[src/gpio_bank_pkg.sv]
// Constants, masks and line positions shared by the port bank files.
// Assumes a single system clock and the CPU driving plain access strobes.
// How it works
// RQ1 - Every port line except port 8 line 5 has its own software-written direction bit.
// RQ2 - Pull-up selects come in groups of four adjacent lines.
// RQ3 - Direction 1 means output, direction 0 means input.
// RQ4 - Port 8 line 5 is input only, no pull-up, no direction bit.
// RQ5 - Reading port 8 line 5 returns the shared interrupt pin level.
// RQ6 - The input-only line has no writable direction; always input.
// RQ7 - Software clears direction before peripheral input or analog output use.
// RQ8 - Peripheral output use drives the pin whatever the direction bit says.
// RQ9 - Each pin belongs to the port, a peripheral, or the bus controller.
// RQ10 - In external bus modes, direction writes to bus pins are ignored.
// RQ11 - Input lines read the pin; writes still load the latch.
// RQ12 - Output lines read the latch; writes load the latch.
// RQ13 - An output line drives its latch value onto the pin.
// RQ14 - Register bit n belongs to line n of the same port.
// RQ15 - An enabled analog output channel removes its line's pull-up.
// RQ16 - Pull-up only while group select is 1 and line is input.
// RQ17 - In external bus modes, ports 0-3, 4 low half, 5 get no pull-ups.
// RQ18 - Latch readback select makes port 1 reads return its latch.
// RQ19 - Upper ports enable low holds ports 11 to 14 data cleared.
// RQ20 - Reset clears all direction bits, so every line starts as input.
// RQ21 - Pin levels pass a two-stage synchroniser before the read path.
package gpio_bank_pkg;
	localparam int NUM_PORTS = 15;
	localparam int PORT_W = 8;
	localparam int GROUP_W = 4;
	localparam int NUM_LINES = NUM_PORTS * PORT_W;
	localparam int NUM_GROUPS = NUM_LINES / GROUP_W;
	localparam int PORT_SEL_W = 4;
	localparam int NMI_PORT = 8;
	localparam int NMI_BIT = 5;
	localparam int NMI_LINE = NMI_PORT * PORT_W + NMI_BIT;
	localparam logic [PORT_W-1:0] NMI_MASK = 8'h20;
	localparam logic [PORT_W-1:0] NO_MASK = 8'h00;
	localparam int READBACK_PORT = 1;
	localparam int UPPER_FIRST = 11;
	localparam int UPPER_LAST = 14;
	localparam int NUM_DA = 2;
	// Lines carrying analog output channels 0 and 1
	localparam int DA_LINE0 = 9 * PORT_W + 3;
	localparam int DA_LINE1 = 9 * PORT_W + 4;
	localparam logic [PORT_W-1:0] DIR_RST = 8'h00;
	localparam logic [PORT_W-1:0] LATCH_RST = 8'h00;
	localparam logic [PORT_W-1:0] CLEAR_VAL = 8'h00;
	localparam logic [NUM_LINES-1:0] LINE_RST = '0;
	localparam logic [NUM_LINES-1:0] OE_N_RST = '1;
	// Lines whose pull-ups are lost in external bus modes, port 14 first
	localparam logic [NUM_PORTS-1:0][PORT_W-1:0] PU_BUS_MASK = {
		8'h00, 8'h00, 8'h00, 8'h00, 8'h00, 8'h00, 8'h00, 8'h00, 8'h00,
		8'hFF, 8'h0F, 8'hFF, 8'hFF, 8'hFF, 8'hFF};
endpackage

[src/port_slice.sv]
// One 8-line port: direction, output latch, pin synchroniser and read value.
// Assumes the top decodes strobes and supplies the protect mask.
`timescale 1ns/100ps
module port_slice #(
	parameter logic [gpio_bank_pkg::PORT_W-1:0] FIXED_MASK = 8'h00
) (
	// Clock and reset
	input wire logic clk_i,
	input wire logic rst_i,
	// Access
	input wire logic wr_dir_i,
	input wire logic wr_data_i,
	input wire logic [gpio_bank_pkg::PORT_W-1:0] wdata_i,
	input wire logic [gpio_bank_pkg::PORT_W-1:0] protect_i,
	input wire logic force_clear_i,
	input wire logic readback_i,
	// Pins
	input wire logic [gpio_bank_pkg::PORT_W-1:0] pin_i,
	// State
	output logic [gpio_bank_pkg::PORT_W-1:0] dir_o,
	output logic [gpio_bank_pkg::PORT_W-1:0] latch_o,
	output logic [gpio_bank_pkg::PORT_W-1:0] sync_o,
	output logic [gpio_bank_pkg::PORT_W-1:0] rd_val_o
);
	import gpio_bank_pkg::*;

	logic [PORT_W-1:0] sync1;
	logic [PORT_W-1:0] keep;
	logic [PORT_W-1:0] next_dir;
	logic [PORT_W-1:0] next_latch;

	// Fixed input lines and protected lines keep their old value
	assign keep = protect_i | FIXED_MASK;
	assign next_dir = wr_dir_i ? ((wdata_i & ~keep) | (dir_o & protect_i)) & ~FIXED_MASK
		: dir_o & ~FIXED_MASK; // RQ1 RQ6 RQ10 RQ14
	assign next_latch = force_clear_i ? CLEAR_VAL
		: wr_data_i ? ((wdata_i & ~keep) | (latch_o & protect_i)) & ~FIXED_MASK
		: latch_o; // RQ11 RQ12 RQ19
	// Output lines read the latch, input lines the synchronised pin
	assign rd_val_o = force_clear_i ? CLEAR_VAL
		: readback_i ? latch_o
		: (dir_o & latch_o) | (~dir_o & sync_o); // RQ3 RQ5 RQ11 RQ12 RQ18

	always_ff @(posedge clk_i or posedge rst_i) begin
		if (rst_i) begin
			dir_o <= DIR_RST; // RQ20
			latch_o <= LATCH_RST;
			sync1 <= LATCH_RST;
			sync_o <= LATCH_RST;
		end else begin
			dir_o <= next_dir;
			latch_o <= next_latch;
			sync1 <= pin_i; // RQ21
			sync_o <= sync1;
		end
	end
endmodule

[src/gpio_port_bank.sv]
// Top of the port bank: strobe decode, pin ownership, pull-ups, read path.
// Assumes plain CPU strobes on clk_i and peripherals or bus driving their own masks.
`timescale 1ns/100ps
module gpio_port_bank (
	// Clock and reset
	input wire logic clk_i,
	input wire logic rst_i,
	// CPU access
	input wire logic [gpio_bank_pkg::PORT_SEL_W-1:0] acc_port_i,
	input wire logic wr_dir_i,
	input wire logic wr_data_i,
	input wire logic [gpio_bank_pkg::PORT_W-1:0] wdata_i,
	output logic [gpio_bank_pkg::PORT_W-1:0] rd_data_o,
	output logic [gpio_bank_pkg::PORT_W-1:0] rd_dir_o,
	// Configuration
	input wire logic [gpio_bank_pkg::NUM_GROUPS-1:0] pullup_select_i,
	input wire logic latch_readback_select_i,
	input wire logic upper_ports_enable_i,
	input wire logic ext_bus_mode_i,
	input wire logic [gpio_bank_pkg::NUM_DA-1:0] analog_out_enable_i,
	// Pin owners
	input wire logic [gpio_bank_pkg::NUM_LINES-1:0] bus_pin_i,
	input wire logic [gpio_bank_pkg::NUM_LINES-1:0] bus_oe_i,
	input wire logic [gpio_bank_pkg::NUM_LINES-1:0] bus_out_i,
	input wire logic [gpio_bank_pkg::NUM_LINES-1:0] periph_oe_i,
	input wire logic [gpio_bank_pkg::NUM_LINES-1:0] periph_out_i,
	// Pins
	input wire logic [gpio_bank_pkg::NUM_LINES-1:0] pin_i,
	output logic [gpio_bank_pkg::NUM_LINES-1:0] pin_o,
	output logic [gpio_bank_pkg::NUM_LINES-1:0] pin_oe_n_o,
	output logic [gpio_bank_pkg::NUM_LINES-1:0] pullup_en_o,
	output logic [gpio_bank_pkg::NUM_LINES-1:0] pin_sync_o
);
	import gpio_bank_pkg::*;

	logic [NUM_PORTS-1:0][PORT_W-1:0] dir_all;
	logic [NUM_PORTS-1:0][PORT_W-1:0] latch_all;
	logic [NUM_PORTS-1:0][PORT_W-1:0] rd_all;
	logic [NUM_PORTS-1:0][PORT_W-1:0] sync_all;
	logic [NUM_LINES-1:0] dir_flat;
	logic [NUM_LINES-1:0] latch_flat;
	logic [NUM_LINES-1:0] own_bus;
	logic [NUM_LINES-1:0] own_per;
	logic [NUM_LINES-1:0] own_any;
	logic [NUM_LINES-1:0] next_pin;
	logic [NUM_LINES-1:0] next_oe_n;
	logic [NUM_LINES-1:0] next_pu;
	logic [NUM_LINES-1:0] group_sel;
	logic [NUM_LINES-1:0] bus_pu_mask;
	logic sel_valid;
	logic [PORT_W-1:0] next_rd;
	logic [PORT_W-1:0] next_rd_dir;

	assign dir_flat = dir_all;
	assign latch_flat = latch_all;
	assign pin_sync_o = sync_all;
	// Bus controller beats peripherals, peripherals beat the port
	assign own_bus = bus_pin_i & {NUM_LINES{ext_bus_mode_i}}; // RQ9
	assign own_per = periph_oe_i & ~own_bus; // RQ9
	assign own_any = own_bus | own_per;
	// Flat copy of the external-mode pull-up mask, line order
	assign bus_pu_mask = PU_BUS_MASK;

	// ----------------------------------------------------------------
	// Per-port storage
	// ----------------------------------------------------------------
	genvar p;
	generate
		for (p = 0; p < NUM_PORTS; p++) begin : g_port
			logic sel;
			logic clear;
			assign sel = (acc_port_i == PORT_SEL_W'(p));
			assign clear = (p >= UPPER_FIRST) && (p <= UPPER_LAST) &&
				!upper_ports_enable_i; // RQ19
			port_slice #(
				.FIXED_MASK((p == NMI_PORT) ? NMI_MASK : NO_MASK)
			) u_slice (
				.clk_i(clk_i),
				.rst_i(rst_i),
				.wr_dir_i(wr_dir_i && sel),
				.wr_data_i(wr_data_i && sel),
				.wdata_i(wdata_i),
				.protect_i(own_bus[p*PORT_W +: PORT_W]), // RQ10
				.force_clear_i(clear),
				.readback_i((p == READBACK_PORT) && latch_readback_select_i), // RQ18
				.pin_i(pin_i[p*PORT_W +: PORT_W]),
				.dir_o(dir_all[p]),
				.latch_o(latch_all[p]),
				.sync_o(sync_all[p]),
				.rd_val_o(rd_all[p])
			);
		end
	endgenerate

	// ----------------------------------------------------------------
	// Per-line drive and pull-up
	// ----------------------------------------------------------------
	genvar l;
	generate
		for (l = 0; l < NUM_LINES; l++) begin : g_line
			localparam int LP = l / PORT_W;
			localparam int LB = l % PORT_W;
			logic analog;
			logic drive;
			assign analog = ((l == DA_LINE0) && analog_out_enable_i[0]) ||
				((l == DA_LINE1) && analog_out_enable_i[1]);
			assign drive = own_bus[l] ? bus_oe_i[l]
				: own_per[l] ? 1'b1 : dir_all[LP][LB]; // RQ3 RQ8
			assign next_oe_n[l] = !drive;
			assign next_pin[l] = own_bus[l] ? bus_out_i[l]
				: own_per[l] ? periph_out_i[l] : latch_all[LP][LB]; // RQ13
			assign group_sel[l] = pullup_select_i[l / GROUP_W]; // RQ2
			// Pull-up lost on any driven line, so it never fights an output
			assign next_pu[l] = group_sel[l] && !drive && !analog &&
				!(ext_bus_mode_i && bus_pu_mask[l]) &&
				(l != NMI_LINE); // RQ2 RQ4 RQ15 RQ16 RQ17
		end
	endgenerate

	// ----------------------------------------------------------------
	// Read path
	// ----------------------------------------------------------------
	assign sel_valid = (acc_port_i < PORT_SEL_W'(NUM_PORTS));
	assign next_rd = sel_valid ? rd_all[acc_port_i] : CLEAR_VAL; // RQ14
	assign next_rd_dir = sel_valid ? dir_all[acc_port_i] : CLEAR_VAL;

	always_ff @(posedge clk_i or posedge rst_i) begin
		if (rst_i) begin
			rd_data_o <= CLEAR_VAL;
			rd_dir_o <= DIR_RST;
			pin_o <= LINE_RST;
			pin_oe_n_o <= OE_N_RST;
			pullup_en_o <= LINE_RST;
		end else begin
			rd_data_o <= next_rd;
			rd_dir_o <= next_rd_dir;
			pin_o <= next_pin;
			pin_oe_n_o <= next_oe_n;
			pullup_en_o <= next_pu;
		end
	end
endmodule

[config.mk]
export PLATFORM = sky130hd
export DESIGN_NAME = gpio_port_bank
export DESIGN_NICKNAME = d
export VERILOG_FILES = /design/src/gpio_bank_pkg.sv /design/src/port_slice.sv /design/src/gpio_port_bank.sv
export SDC_FILE = /design/constraint.sdc
export NUM_CORES = 2
export LEC_CHECK = 0
export BUFFER_PORTS_ARGS = -buffer_cell sky130_fd_sc_hd__buf_2
export CAP_MARGIN = 10
export CORE_AREA = 4 4 490 492
export CTS_CLUSTER_SIZE = 25
export DETAILED_ROUTE_END_ITERATION = 10
export DIE_AREA = 0 0 494 496
export SYNTH_ARGS = -nofsm -noshare
export SYNTH_HDL_FRONTEND = slang
export SYNTH_SLANG_ARGS = --single-unit
[constraint.sdc]
create_clock -name clk_i -period 67.4 [get_ports clk_i]
set_input_delay 6.74 -clock clk_i [delete_from_list [all_inputs] [get_ports clk_i]]
set_output_delay 6.74 -clock clk_i [all_outputs]
set_load 0.1 [all_outputs]
==> flow_summary.ini <==
[routing]
drc_errors = 0
vias_per_cell = 3.95
drt-total-wl_mm = 247
drt_iter0_drc = 2218
dr.pass1.iters = 5
dr_total_vias = 29296
post_drt_wl_per_cell_microns = 33.3
ant_nets = 0

[floorplan]
start_util_pct = 14.4
core_sq_um = 235000
design.die.area_sq_um = 245000
die_w_microns = 494
chipHeight_microns = 496
num_rows = 178
io_pins = 1267

[layout]
fillCellCount = 25805
drive_gt1_share_pct = 44.4
syn2layout_area_growth_pct = 41.6
final-seq-area_sq_um = 21500
finalNetCount = 4880
utilization_pct = 20.4
multiInputGateArea_sq_um = 12000

[timing]
tightest_slew_ps = 1440
maxSlewHeadroom_pct = 4.03
tns_ps = 0
timing.final.crit_share_pct = 14.3
setup_violations = 0
fin_ws_ps = 57760
period_minus_slack_ps = 9640
rsz0062_at_grt = false
fmax_mhz = 104
finClkSkew_ps = 67.9
hold_violations = 0
slew_violations = 0

[logic_synthesis]
synth_seq_area_share_pct = 63.3
synth_top_area_share_pct = 54.1
synth.most_common_cell = dfrtp_1
synth.avg_cell_area_sq_um = 12.3
yosysUniqueCellTypes = 47
syn_area_sq_um = 33900
syn_inst = 2767
netlist_top_cells_area = dfrtp_1 54%, dfstp_2 9.3%, mux2i_1 7.3%, mux2_2 6.9%, nand2_1 4.9%
yosysWarnings = 0
yosysTopAreaCell = dfrtp_1
syn-num-nets = 3538
ys.flop_type = dfrtp_1
synth_edf_count = 0
synth_seq_cells = 853
async_reset_ff_share_pct = 100
synth_common_cells = 733 x dfrtp_1, 439 x nand2_1, 274 x nor2_1

[worst_setup_path]
cp_slowest_cell = a222oi_1
critical_path_class = in -> reg
timing.critical_path.mode_cell = buf_4
r2r_cells = 4
cp-end-kind = register
worstReg2RegEnd = rd_data_o[0]
critPathArrivalTime_ps = 10150
worst-r2r-setup-slack_ps = 64220
worstPathRequired_ps = 67920
worst-path-max-fanout = 34
path_cells = buf_4, buf_4, or2_4, o22ai_1, a222oi_1, nand4_1
start_kind = primary input
critPathMaxStageDelay_ps = 1240

[global_route]
first_global_vias = 30173
grt_max_degree = 145
overflow = 0
grt_pass1_wl_mm = 310
gr-usage-all-layers_pct = 19.4
antenna_found_initial = 125

[placement]
port_buffers = 1265
pre_cts_ws_ps = 56910
place_congestion = 0.901
hpwl_mm = 207

[pwr]
vdd_drop_max_mv = 0.0247
power.share.switching_pct = 40.4
p_int_uw = 1030
p_leak_uw = 0.0223
p_comb_share_pct = 27.4
seq_power_share_pct = 37.6
clockPowerShare_pct = 35.0
power_density_nw_per_um2 = 35.8
total_power_uw = 1720
p_sw_uw = 696

[clocking]
cts_tree = yes
cts_hold_buf = 0
clock_latency_ps = 770
cts.sinks = 853
cts_root_buffer = clkbuf_16
cts_resized = 0
cts-htree-levels = 3
cts_inserted_buffers = 103
post_cts_buffers = 0
clkTransAtPathRegs_ps = 60
clk_path_buf_depth = 3

[hold_path]
whs_path_depth = 0
hold_path.class = reg -> reg
min_to = g_port[11].u_slice.sync_o[0]
min-delay-start = g_port[11].u_slice.sync1[0]

[run_status]
status = completed

[run]
maxCapViolations = 0
[through the flow]
stage / hold WS [ps] / cell area [sq um] / std cells
after floorplan: 331 / 33900 / 2767
after global placement: 332 / 44200 / 7148
after detailed placement: 335 / 44300 / 7154
after CTS: 344 / 47900 / 7349
after global routing: 351 / 48000 / 7384
final: 337 / 48100 / 7412
[layout make-up]
cell class                 count  share of cell area (%)
sequential                   853                    44.7
multi-input combinational   1811                    24.9
timing repair buffer        1323                    14.1
tap                         3150                    8.20
clock buffer                 142                    5.98
clock inverter                53                    1.56
antenna                       63                   0.328
inverter                      17                   0.148
[per-layer routing]
metal | global-route usage, % | vias up | share of wire (%) | wire, microns
met2 | 32.1 | 1677 | 47 | 116000
met4 | 8.12 | 14 | 4.4 | 10900
li1 | - | 12334 | - | -
met5 | 0 | - | 0.045 | 111
met3 | 7.80 | 405 | 11 | 26500
met1 | 22.2 | 14866 | 38 | 93400
[critical path: cells and delay by family]
family,cells,cell delay [ps]
AOI/OAI and AO/OA,2,1440
buffers and inverters,2,900
and+or+nand+nor,2,970
[kinds of logic (layout without fill, tap and decap cells)]
logic type / count (synthesis) / after routing / share of synthesized area (%)
multiplexers: 498 / 498 / 16.8
AND/OR/NAND/NOR: 937 / 937 / 12.4
buffers and inverters: 103 / 1535 / 1.46
other: 1 / 64 / 0.0111
AO/OA/AOI/OAI: 375 / 375 / 6.01
flip-flops: 853 / 853 / 63.3
[worst max-delay path by stage]
stage	start	to	slack [ps]	cells after the start
after floorplan	rst_i	asynchronous set/reset pin	36890	1
after global placement	acc_port_i[0]	rd_data_o[3]	56900	6
after detailed placement	acc_port_i[0]	rd_data_o[1]	56910	6
after CTS	acc_port_i[0]	rd_data_o[1]	57770	6
after global routing	acc_port_i[0]	rd_data_o[0]	57530	6
final	acc_port_i[0]	rd_data_o[0]	57760	6
[power by group through the flow]
stage          Combinational (uW)  Sequential, uW  Clock [uW]
6_report                      471             648         603
5_1_grt                       494             653         639
4_1_cts                       482             649         621
3_5_place_dp                  480             657           0
3_3_place_gp                  479             657           0
2_1_floorplan                 104             824           0
[placed cells by master, fill, tap and decap left out, types with 10 or more instances in the layout]
cell type      n
mux4_1        19
inv_1         16
a21boi_0      12
clkbuf_1      25
diode_2       63
bufinv_16     11
nor2_1       268
nor3b_1       60
mux2_1        11
mux2i_1      248
clkbuf_8      13
nand3_1       26
clkbuf_16    104
a21oi_1      135
clkinvlp_4    11
dfrtp_1      733
a22oi_1       10
mux4_2        11
nor2b_1       20
mux2_2       208
and2_1        73
buf_2       1262
o22ai_1       36
buf_4         59
nand2_1      439
clkinv_2      12
nor2_4        10
o21ai_0      157
dfstp_2      120
Note: power is estimated with default switching activity, not from simulation.
